--- src/rtl/blqp_params.svh ---
// Offsets, field positions, reset values and widths for the bulk list and done queue pointers.
// Assumes inclusion by bare name from any design file that needs them.
`ifndef BLQP_PARAMS_SVH
`define BLQP_PARAMS_SVH

// Register byte addresses
`define BLQP_BULK_CUR_OFS   8'h2C
`define BLQP_DONE_HEAD_OFS  8'h30
// Unmapped read answer
`define BLQP_UNMAPPED_DATA  32'h00000000
// Pointer reset value, also the end-of-list marker
`define BLQP_PTR_RESET      32'h00000000
// Pointer field position and reserved low bits
`define BLQP_PTR_MSB        31
`define BLQP_PTR_LSB        4
`define BLQP_RSV_BITS       4
// Offset of the link field inside a transfer descriptor
`define BLQP_TD_LINK_OFS    32'h00000008

`endif

--- src/rtl/blqp_pkg.sv ---
// Types shared by the bulk list and done queue pointer block.
// Assumes nothing of its surroundings.
package blqp_pkg;

    // Done queue sequencer states
    typedef enum logic [1:0] {
        DONE_IDLE,
        DONE_LINK,
        DONE_POST
    } blqp_done_e;

endpackage

--- src/rtl/blqp_ptr_reg.sv ---
// Pointer register whose reserved low bits are held at zero.
// Assumes a single load strobe chosen by the parent.
`timescale 1ns/1ps
module blqp_ptr_reg #(
    parameter int W   = 32,
    parameter int RSV = 4
) (
    input  wire logic         mclk,
    input  wire logic         rstn,
    input  wire logic         ce,
    input  wire logic         load,
    input  wire logic [W-1:0] loadVal,
    output logic      [W-1:0] ptr
);

    // Stored pointer field
    logic [W-1:0] ptr_reg;

    // Load with reserved bits forced low
    always_ff @(posedge mclk or negedge rstn) begin
        if (!rstn) begin
            ptr_reg <= '0;
        end else if (ce && load) begin
            ptr_reg <= {loadVal[W-1:RSV], {RSV{1'b0}}};
        end
    end

    assign ptr = ptr_reg;

endmodule

--- src/rtl/blqp_mem_wr.sv ---
// Single-word memory write requester holding address and data until acknowledged.
// Assumes the memory side answers each request with one ack pulse.
`timescale 1ns/1ps
module blqp_mem_wr #(
    parameter int AW = 32,
    parameter int DW = 32
) (
    input  wire logic          mclk,
    input  wire logic          rstn,
    input  wire logic          ce,
    input  wire logic          start,
    input  wire logic [AW-1:0] startAddr,
    input  wire logic [DW-1:0] startData,
    input  wire logic          ack,
    output logic               req,
    output logic      [AW-1:0] addr,
    output logic      [DW-1:0] data
);

    // Request and held word
    logic          req_reg;
    logic [AW-1:0] addr_reg;
    logic [DW-1:0] data_reg;

    // Raise on start, drop on ack
    always_ff @(posedge mclk or negedge rstn) begin
        if (!rstn) begin
            req_reg  <= 1'b0;
            addr_reg <= '0;
            data_reg <= '0;
        end else if (ce) begin
            if (start) begin
                req_reg  <= 1'b1;
                addr_reg <= startAddr;
                data_reg <= startData;
            end else if (req_reg && ack) begin
                req_reg <= 1'b0;
            end
        end
    end

    assign req  = req_reg;
    assign addr = addr_reg;
    assign data = data_reg;

endmodule

--- src/rtl/blqp_core.sv ---
// Bulk current-endpoint pointer walk and done queue head management.
// Assumes list-walk events come from the scheduler and memory writes are acked.
`timescale 1ns/1ps
`include "blqp_params.svh"

// Function
// RULE1: advance current pointer after serving descriptor
// RULE2: new frame resumes at current pointer
// RULE3: end of list, flag clear: hold
// RULE4: end of list, flag set: reload, clear
// RULE5: driver writes current pointer only when disabled
// RULE6: reads live value; read-only while enabled
// RULE7: current pointer resets to zero, end
// RULE8: done head holds last completed descriptor
// RULE9: completed descriptor linked to old head first
// RULE10: then done head loads descriptor address
// RULE11: posting head to shared area clears it
// RULE12: head periodically copied to shared area
// RULE13: traversal starts at bulk head pointer
// RULE14: endpoints served round robin, insertion order
// RULE15: reserved low bits read zero, ignore writes
module blqp_core #(
    parameter logic [31:0] TD_LINK_OFS = `BLQP_TD_LINK_OFS
) (
    input  wire logic        mclk,
    input  wire logic        rstn,
    input  wire logic        ce,
    input  wire logic [7:0]  regAddr,
    input  wire logic        regWrEn,
    input  wire logic [31:0] regWrData,
    input  wire logic        regRdEn,
    output logic      [31:0] regRdData,
    input  wire logic        bulkListEnable,
    input  wire logic [31:0] bulkHeadPtr,
    input  wire logic        listFilledFlag,
    output logic             listFilledClear,
    input  wire logic        frameStart,
    input  wire logic        edServed,
    input  wire logic [31:0] edNextPtr,
    output logic             edFetchReq,
    output logic      [31:0] edFetchAddr,
    input  wire logic        tdComplete,
    input  wire logic [31:0] tdAddr,
    input  wire logic        hccaPost,
    input  wire logic [31:0] hccaDoneAddr,
    output logic             doneBusy,
    output logic             memWrReq,
    output logic      [31:0] memWrAddr,
    output logic      [31:0] memWrData,
    input  wire logic        memWrAck
);

    // Pointer values
    logic [31:0]             bulkCur;       // Current bulk endpoint
    logic [31:0]             doneHead;      // Done queue head
    // Output flops
    logic [31:0]             regRdData_reg;
    logic                    listFilledClear_reg;
    logic                    edFetchReq_reg;
    logic [31:0]             edFetchAddr_reg;
    logic                    doneBusy_reg;
    // Done queue sequencer
    blqp_pkg::blqp_done_e    doneState_reg;
    blqp_pkg::blqp_done_e    doneState_next;
    logic [31:0]             pendTd_reg;    // Descriptor being linked
    logic [31:0]             pendTd_next;
    logic                    wrStart;
    logic [31:0]             wrStartAddr;
    logic [31:0]             wrStartData;

    // Address decode
    wire selBulkCur  = (regAddr == `BLQP_BULK_CUR_OFS);
    wire selDoneHead = (regAddr == `BLQP_DONE_HEAD_OFS);

    // List walk events, only while the bulk list runs
    wire servedEv  = bulkListEnable && edServed;
    wire frameEv   = bulkListEnable && frameStart && !edServed;
    wire nextIsEnd = (edNextPtr[`BLQP_PTR_MSB:`BLQP_PTR_LSB] == '0);
    wire curIsEnd  = (bulkCur[`BLQP_PTR_MSB:`BLQP_PTR_LSB] == '0);
    // End of list seen after a served descriptor or at a frame start
    wire endOfList = (servedEv && nextIsEnd) || (frameEv && curIsEnd);
    // RULE4: reload on filled flag
    wire reloadEv  = endOfList && listFilledFlag;
    // RULE1: follow the link of the served descriptor
    wire advanceEv = servedEv && !nextIsEnd;
    // RULE5: software write taken only while list disabled
    wire swBcWr    = regWrEn && selBulkCur && !bulkListEnable;
    wire swHeadWr  = regWrEn && selDoneHead;

    // Current pointer load select
    wire        bcLoad    = reloadEv || advanceEv || swBcWr;
    wire [31:0] bcLoadVal = reloadEv ? bulkHeadPtr : (advanceEv ? edNextPtr : regWrData);

    // RULE2: frame start fetches where the walk stopped
    // RULE13: reload fetches from the head pointer
    wire [31:0] fetchVal  = reloadEv ? bulkHeadPtr : (advanceEv ? edNextPtr : bulkCur);
    wire        fetchEv   = (reloadEv || advanceEv || frameEv)
                            && (fetchVal[`BLQP_PTR_MSB:`BLQP_PTR_LSB] != '0);

    // Done queue head load select
    wire linkDone  = (doneState_reg == blqp_pkg::DONE_LINK) && memWrReq && memWrAck;
    wire postDone  = (doneState_reg == blqp_pkg::DONE_POST) && memWrReq && memWrAck;
    wire        headLoad  = linkDone || postDone || swHeadWr;
    // RULE10: new head is the linked descriptor
    // RULE11: head cleared once posted
    wire [31:0] headVal   = linkDone ? pendTd_reg : (postDone ? `BLQP_PTR_RESET : regWrData);

    // Read mux, unmapped reads answer zero
    // RULE6: live pointer value returned
    wire [31:0] rdVal = selBulkCur ? bulkCur : (selDoneHead ? doneHead : `BLQP_UNMAPPED_DATA);

    // RULE7: current pointer resets to end marker
    // RULE15: reserved bits forced low
    blqp_ptr_reg #(
        .W   (32),
        .RSV (`BLQP_RSV_BITS)
    ) uBulkCur (
        .mclk    (mclk),
        .rstn    (rstn),
        .ce      (ce),
        .load    (bcLoad),
        .loadVal (bcLoadVal),
        .ptr     (bulkCur)
    );

    // RULE8: done head pointer field only
    blqp_ptr_reg #(
        .W   (32),
        .RSV (`BLQP_RSV_BITS)
    ) uDoneHead (
        .mclk    (mclk),
        .rstn    (rstn),
        .ce      (ce),
        .load    (headLoad),
        .loadVal (headVal),
        .ptr     (doneHead)
    );

    // Memory writes for link and post
    blqp_mem_wr #(
        .AW (32),
        .DW (32)
    ) uMemWr (
        .mclk      (mclk),
        .rstn      (rstn),
        .ce        (ce),
        .start     (wrStart),
        .startAddr (wrStartAddr),
        .startData (wrStartData),
        .ack       (memWrAck),
        .req       (memWrReq),
        .addr      (memWrAddr),
        .data      (memWrData)
    );

    // Done queue sequencer next state
    always_comb begin
        doneState_next = doneState_reg;
        pendTd_next    = pendTd_reg;
        wrStart        = 1'b0;
        wrStartAddr    = '0;
        wrStartData    = '0;
        case (doneState_reg)
            // Completion outranks posting
            blqp_pkg::DONE_IDLE: begin
                if (tdComplete) begin
                    // RULE9: old head into descriptor link field
                    doneState_next = blqp_pkg::DONE_LINK;
                    pendTd_next    = {tdAddr[`BLQP_PTR_MSB:`BLQP_PTR_LSB], 4'h0};
                    wrStart        = 1'b1;
                    wrStartAddr    = {tdAddr[`BLQP_PTR_MSB:`BLQP_PTR_LSB], 4'h0} + TD_LINK_OFS;
                    wrStartData    = doneHead;
                end else if (hccaPost) begin
                    // RULE12: copy head to shared area
                    doneState_next = blqp_pkg::DONE_POST;
                    wrStart        = 1'b1;
                    wrStartAddr    = hccaDoneAddr;
                    wrStartData    = doneHead;
                end
            end
            // Wait for link write ack
            blqp_pkg::DONE_LINK: begin
                if (linkDone) begin
                    doneState_next = blqp_pkg::DONE_IDLE;
                end
            end
            // Wait for post write ack
            blqp_pkg::DONE_POST: begin
                if (postDone) begin
                    doneState_next = blqp_pkg::DONE_IDLE;
                end
            end
            default: begin
                doneState_next = blqp_pkg::DONE_IDLE;
            end
        endcase
    end

    // Sequencer state
    always_ff @(posedge mclk or negedge rstn) begin
        if (!rstn) begin
            doneState_reg <= blqp_pkg::DONE_IDLE;
            pendTd_reg    <= '0;
            doneBusy_reg  <= 1'b0;
        end else if (ce) begin
            doneState_reg <= doneState_next;
            pendTd_reg    <= pendTd_next;
            doneBusy_reg  <= (doneState_next != blqp_pkg::DONE_IDLE);
        end
    end

    // RULE14: fetch follows list order
    // RULE3: flag clear pulse only on reload
    always_ff @(posedge mclk or negedge rstn) begin
        if (!rstn) begin
            edFetchReq_reg      <= 1'b0;
            edFetchAddr_reg     <= '0;
            listFilledClear_reg <= 1'b0;
        end else if (ce) begin
            edFetchReq_reg      <= fetchEv;
            listFilledClear_reg <= reloadEv;
            if (fetchEv) begin
                edFetchAddr_reg <= fetchVal;
            end
        end
    end

    // Registered read data
    always_ff @(posedge mclk or negedge rstn) begin
        if (!rstn) begin
            regRdData_reg <= `BLQP_UNMAPPED_DATA;
        end else if (ce && regRdEn) begin
            regRdData_reg <= rdVal;
        end
    end

    assign regRdData       = regRdData_reg;
    assign listFilledClear = listFilledClear_reg;
    assign edFetchReq      = edFetchReq_reg;
    assign edFetchAddr     = edFetchAddr_reg;
    assign doneBusy        = doneBusy_reg;
endmodule

--- config.mk ---
export PLATFORM = sky130hd
export DESIGN_NAME = blqp_core
export DESIGN_NICKNAME = d
export VERILOG_FILES = /design/src/rtl/blqp_pkg.sv /design/src/rtl/blqp_ptr_reg.sv /design/src/rtl/blqp_mem_wr.sv /design/src/rtl/blqp_core.sv
export VERILOG_INCLUDE_DIRS = /design/src /design/src/rtl
export SDC_FILE = /design/constraint.sdc
export NUM_CORES = 1
export LEC_CHECK = 0
export BUFFER_PORTS_ARGS = -buffer_cell sky130_fd_sc_hd__buf_2
export CAP_MARGIN = 20
export CORE_UTILIZATION = 50
export DETAILED_ROUTE_END_ITERATION = 7
export PLACE_DENSITY = 0.77
export SLEW_MARGIN = 20
export SYNTH_ARGS = -nofsm -noshare
export SYNTH_HDL_FRONTEND = slang
export SYNTH_SLANG_ARGS = --single-unit
--- constraint.sdc ---
create_clock -name mclk -period 5.54 [get_ports mclk]
set_clock_uncertainty 0.1 [all_clocks]
set_input_delay 0.554 -clock mclk [delete_from_list [all_inputs] [get_ports mclk]]
set_output_delay 0.554 -clock mclk [all_outputs]
set_load 0.05 [all_outputs]
==> impl_results.md <==
- Worst-skew pair later-pin latency: 0.50 ns
- Maximum number of pins on one net before global-route repair: 111
- Maximum fanout count along the critical path: 23
- Number of distinct standard cells referenced by the synthesized netlist: 41
- Time the worst path needs with I/O delays and setup: 4.21 ns
- IR Drop Worst-Case VDD: 0.000338 V
- Data arrival time at the worst-slack endpoint: 4.49 ns
- Unrepaired setup endpoints after global routing: false
- Number of setup violations in the final report: 0
- Type of the most critical hold path: primary input to async pin
- FF+latch count, synth: 210
- Cell count after placement: 1461
- First-pass GRT wire length: 48900 um
- Number of global-route vias before repair: 8571
- Post-cts sizing count: 0
- Layer with the highest usage: met2
- Slew Viols, Final: 0
- Slowest library cell on the worst path: o32ai_4
- Antenna violations before repair: 0
- Net count, final: 1400
- Drt initial violations: 925
- Post-Route Utilization: 63.8%
- Cells along the critical path: buf_2 -> nor4_1 -> nand4_1 -> o32ai_4 -> buf_4 -> nand2b_1 -> a22oi_1 -> nand4_1 -> o41ai_4 -> buf_4 -> mux2_1
- # DRC: 0
- Max Root-Sink Buffers: 3
- Via total after detailed routing: 9187
- Met1 demand-to-capacity share in global routing: 43.7%
- Relative contribution of the clock network to total power: 25.0%
- IO buf count: 295
- Synth top area cells: dfrtp_1 52%, a22oi_1 7.2%, mux2_2 6.3%
- Top post-synthesis cells by count: 210 x dfrtp_1, 125 x o21ai_0, 123 x nand2_1
- Predominant post-synthesis flop cell: dfrtp_1
- Die boundary height: 144 um
- Sequential share of power: 38.7%
- Average instance area after synthesis: 10.4 um^2
- Switching Power: 2520 uW
- Number of clock buffers inserted by TritonCTS: 22
- Final Wtd Congestion: 0.922
- Cell Int Power: 3700 uW
- Peak clock frequency supported by timing: 238 MHz
- Final global-route overflow total: 0
- Half-perimeter wire length after placement: 23800 um
- Area leader, netlist: dfrtp_1
- Part of the power in combinational logic: 36.3%
- Final sum of negative setup slack: 0 ns
- Fraction of layout instances using a drive strength above 1: 33.7%
- All-layer global routing usage: 31.3%
- Overall Power: 6220 uW
- Synthesized cell area: 0.0100 mm^2
- Number of H-tree levels: 1
- WL final: 32600 um
- Power per standard cell area: 499 mW/mm^2
- Fill cells: 1620
- Startpoint type of the worst setup path: primary input
- Floorplan die area: 0.0206 mm^2
- Hold buffer count at CTS: 0
- Count of mapped cells out of synthesis: 965
- Post-synth EDFFs: 0
- Number of iterations in the first detailed-routing pass: 5
- Met2 Track Usage GR: 47.7%
- Layout Cells excl Fill: 1500
- Total I/O pin count: 312
- Status: finished, final reports clean
- Effective utilization at floorplan: 51.3%
- Portion of the clock cycle consumed by the worst path in the final layout: 75.9%
- Static Leak: 0.00591 uW
- Max_slew headroom: 32.3%
- Synth warn: 0
- Clock input transition at the sequential cells of the worst setup and hold paths: 0.06 ns
- Drt via density: 6.12
- Post-synthesis to final-layout area growth: 24.3%
- Number of nets still failing antenna checks after routing: 0
- Endpoint required time on the critical path: 5.82 ns
- Leading cell type by number of instances after synthesis: dfrtp_1
- CTS Root Buffer Type: clkbuf_16
- Fraction of the yosys area taken by sequential cells: 52.5%
- Standard cell core area: 0.0195 mm^2
- Hold Fails Final Rpt: 0
- CP endpoint kind: flip-flop
- Asr flop ratio synth: 100%
- TritonCTS clock tree: built
- Row Count: 51
- Biggest cell delay along the critical path: 0.91 ns
- Diode count: 0
- Sw Share: 40.5%
- Transition at the pin with the smallest max-transition slack: 1.01 ns
- Maximum Capacitance Violations: 0
- Share of Yosys cell area claimed by the top area cell type: 52.5%
- Clock tree sinks: 210
- Detail-routed net length per standard cell: 21.7 um
- Setup bufs post-CTS: 0
- Start-to-end type of the worst setup path: primary input to flip-flop
- GR Util met3: 6.76%
- Width of the chip: 144 um
-- worst max-delay path: cells and delay by family --
family / cells / cell delay [ns]
compound gates: 3 / 1.76
mux: 1 / 0.34
buf+inv: 3 / 0.80
simple gates: 4 / 1.02
-- metal layers --
layer	part of all wire [%]	vias up
met2	45	542
met1	41	4437
li1	-	4123
met3	10	85
met4	3.7	0
met5	0	-
-- placed cells by master (no fill, tap or decap), drive strengths merged, types with 6 or more instances in the layout --
cell / Yosys / final
a21o: 7 / 7
a21oi: 10 / 10
a221o: 52 / 52
a22o: 8 / 8
a22oi: 96 / 96
a31oi: 31 / 31
a32o: 18 / 18
and3: 9 / 9
buf: 22 / 316
clkbuf: 70 / 32
conb: 1 / 8
dfrtp: 210 / 210
inv: 9 / 9
mux2: 60 / 60
nand2: 123 / 123
nand2b: 24 / 24
nand4: 6 / 6
nor2: 11 / 11
nor2b: 33 / 33
nor4: 14 / 14
o21ai: 125 / 125
-- cells by family (layout without fill, tap and decap cells) --
kind of cell / Yosys count / count (layout) / share of synthesized area, %
xor gates and xnor gates: 1 / 1 / 0.0875
muxes: 61 / 61 / 6.85
other: 1 / 8 / 0.0374
and+or+nand+nor: 236 / 236 / 11.5
buffers and inverters: 101 / 364 / 4.18
AOI/OAI and AO/OA: 355 / 355 / 24.9
DFF: 210 / 210 / 52.5
-- cell type report --
class                      instances  area (um^2)  area share [%]
sequential                       210         5260            42.2
clock inverter                     7          110           0.884
clock buffer                      32          649            5.22
inverter                           9         33.8           0.271
multi-input combinational        661         4430            35.5
tap                              265          332            2.66
timing repair buffer             316         1650            13.2
-- worst paths after layout --
kind                                              start                           to  slack (ns)  depth (start not counted)
max reg2reg                uBulkCur.ptr[31]$_DFFE_PN0P_   edFetchAddr[2]$_DFFE_PN0P_        1.44                         10
min reg2reg                 edFetchAddr[19]$_DFFE_PN0P_  edFetchAddr[19]$_DFFE_PN0P_        0.37                          1
max in group asynchronous                          rstn  uMemWr.addr[28]$_DFFE_PN0P_        3.92                          2
max                                        edNextPtr[4]   edFetchAddr[2]$_DFFE_PN0P_        1.33                         11
min                                                rstn  edFetchAddr[14]$_DFFE_PN0P_       0.004                          1
min in group mclk                             tdAddr[9]   uMemWr.addr[9]$_DFFE_PN0P_        0.20                          3
-- power by group through the flow --
stage | Combinational, uW | Sequential [uW] | Clock (uW)
finish | 2260 | 2400 | 1560
global route | 2410 | 2450 | 1630
CTS | 2270 | 2400 | 1580
detailed placement | 2260 | 2410 | 0
global placement | 2210 | 2400 | 0
floorplan | 834 | 3150 | 0
-- per-stage QoR --
step | worst slack, ns | hold slack (ns) | cell area (um^2)
6_report | 1.33 | 0.00420 | 12500
5_1_grt | 1.13 | 0.0649 | 12500
4_1_cts | 1.39 | 0.0398 | 12400
3_5_place_dp | 0.866 | 0.362 | 11700
3_3_place_gp | 0.914 | 0.356 | 11700
2_1_floorplan | 2.11 | 0.158 | 10000
(Power assumes the default switching activity.)
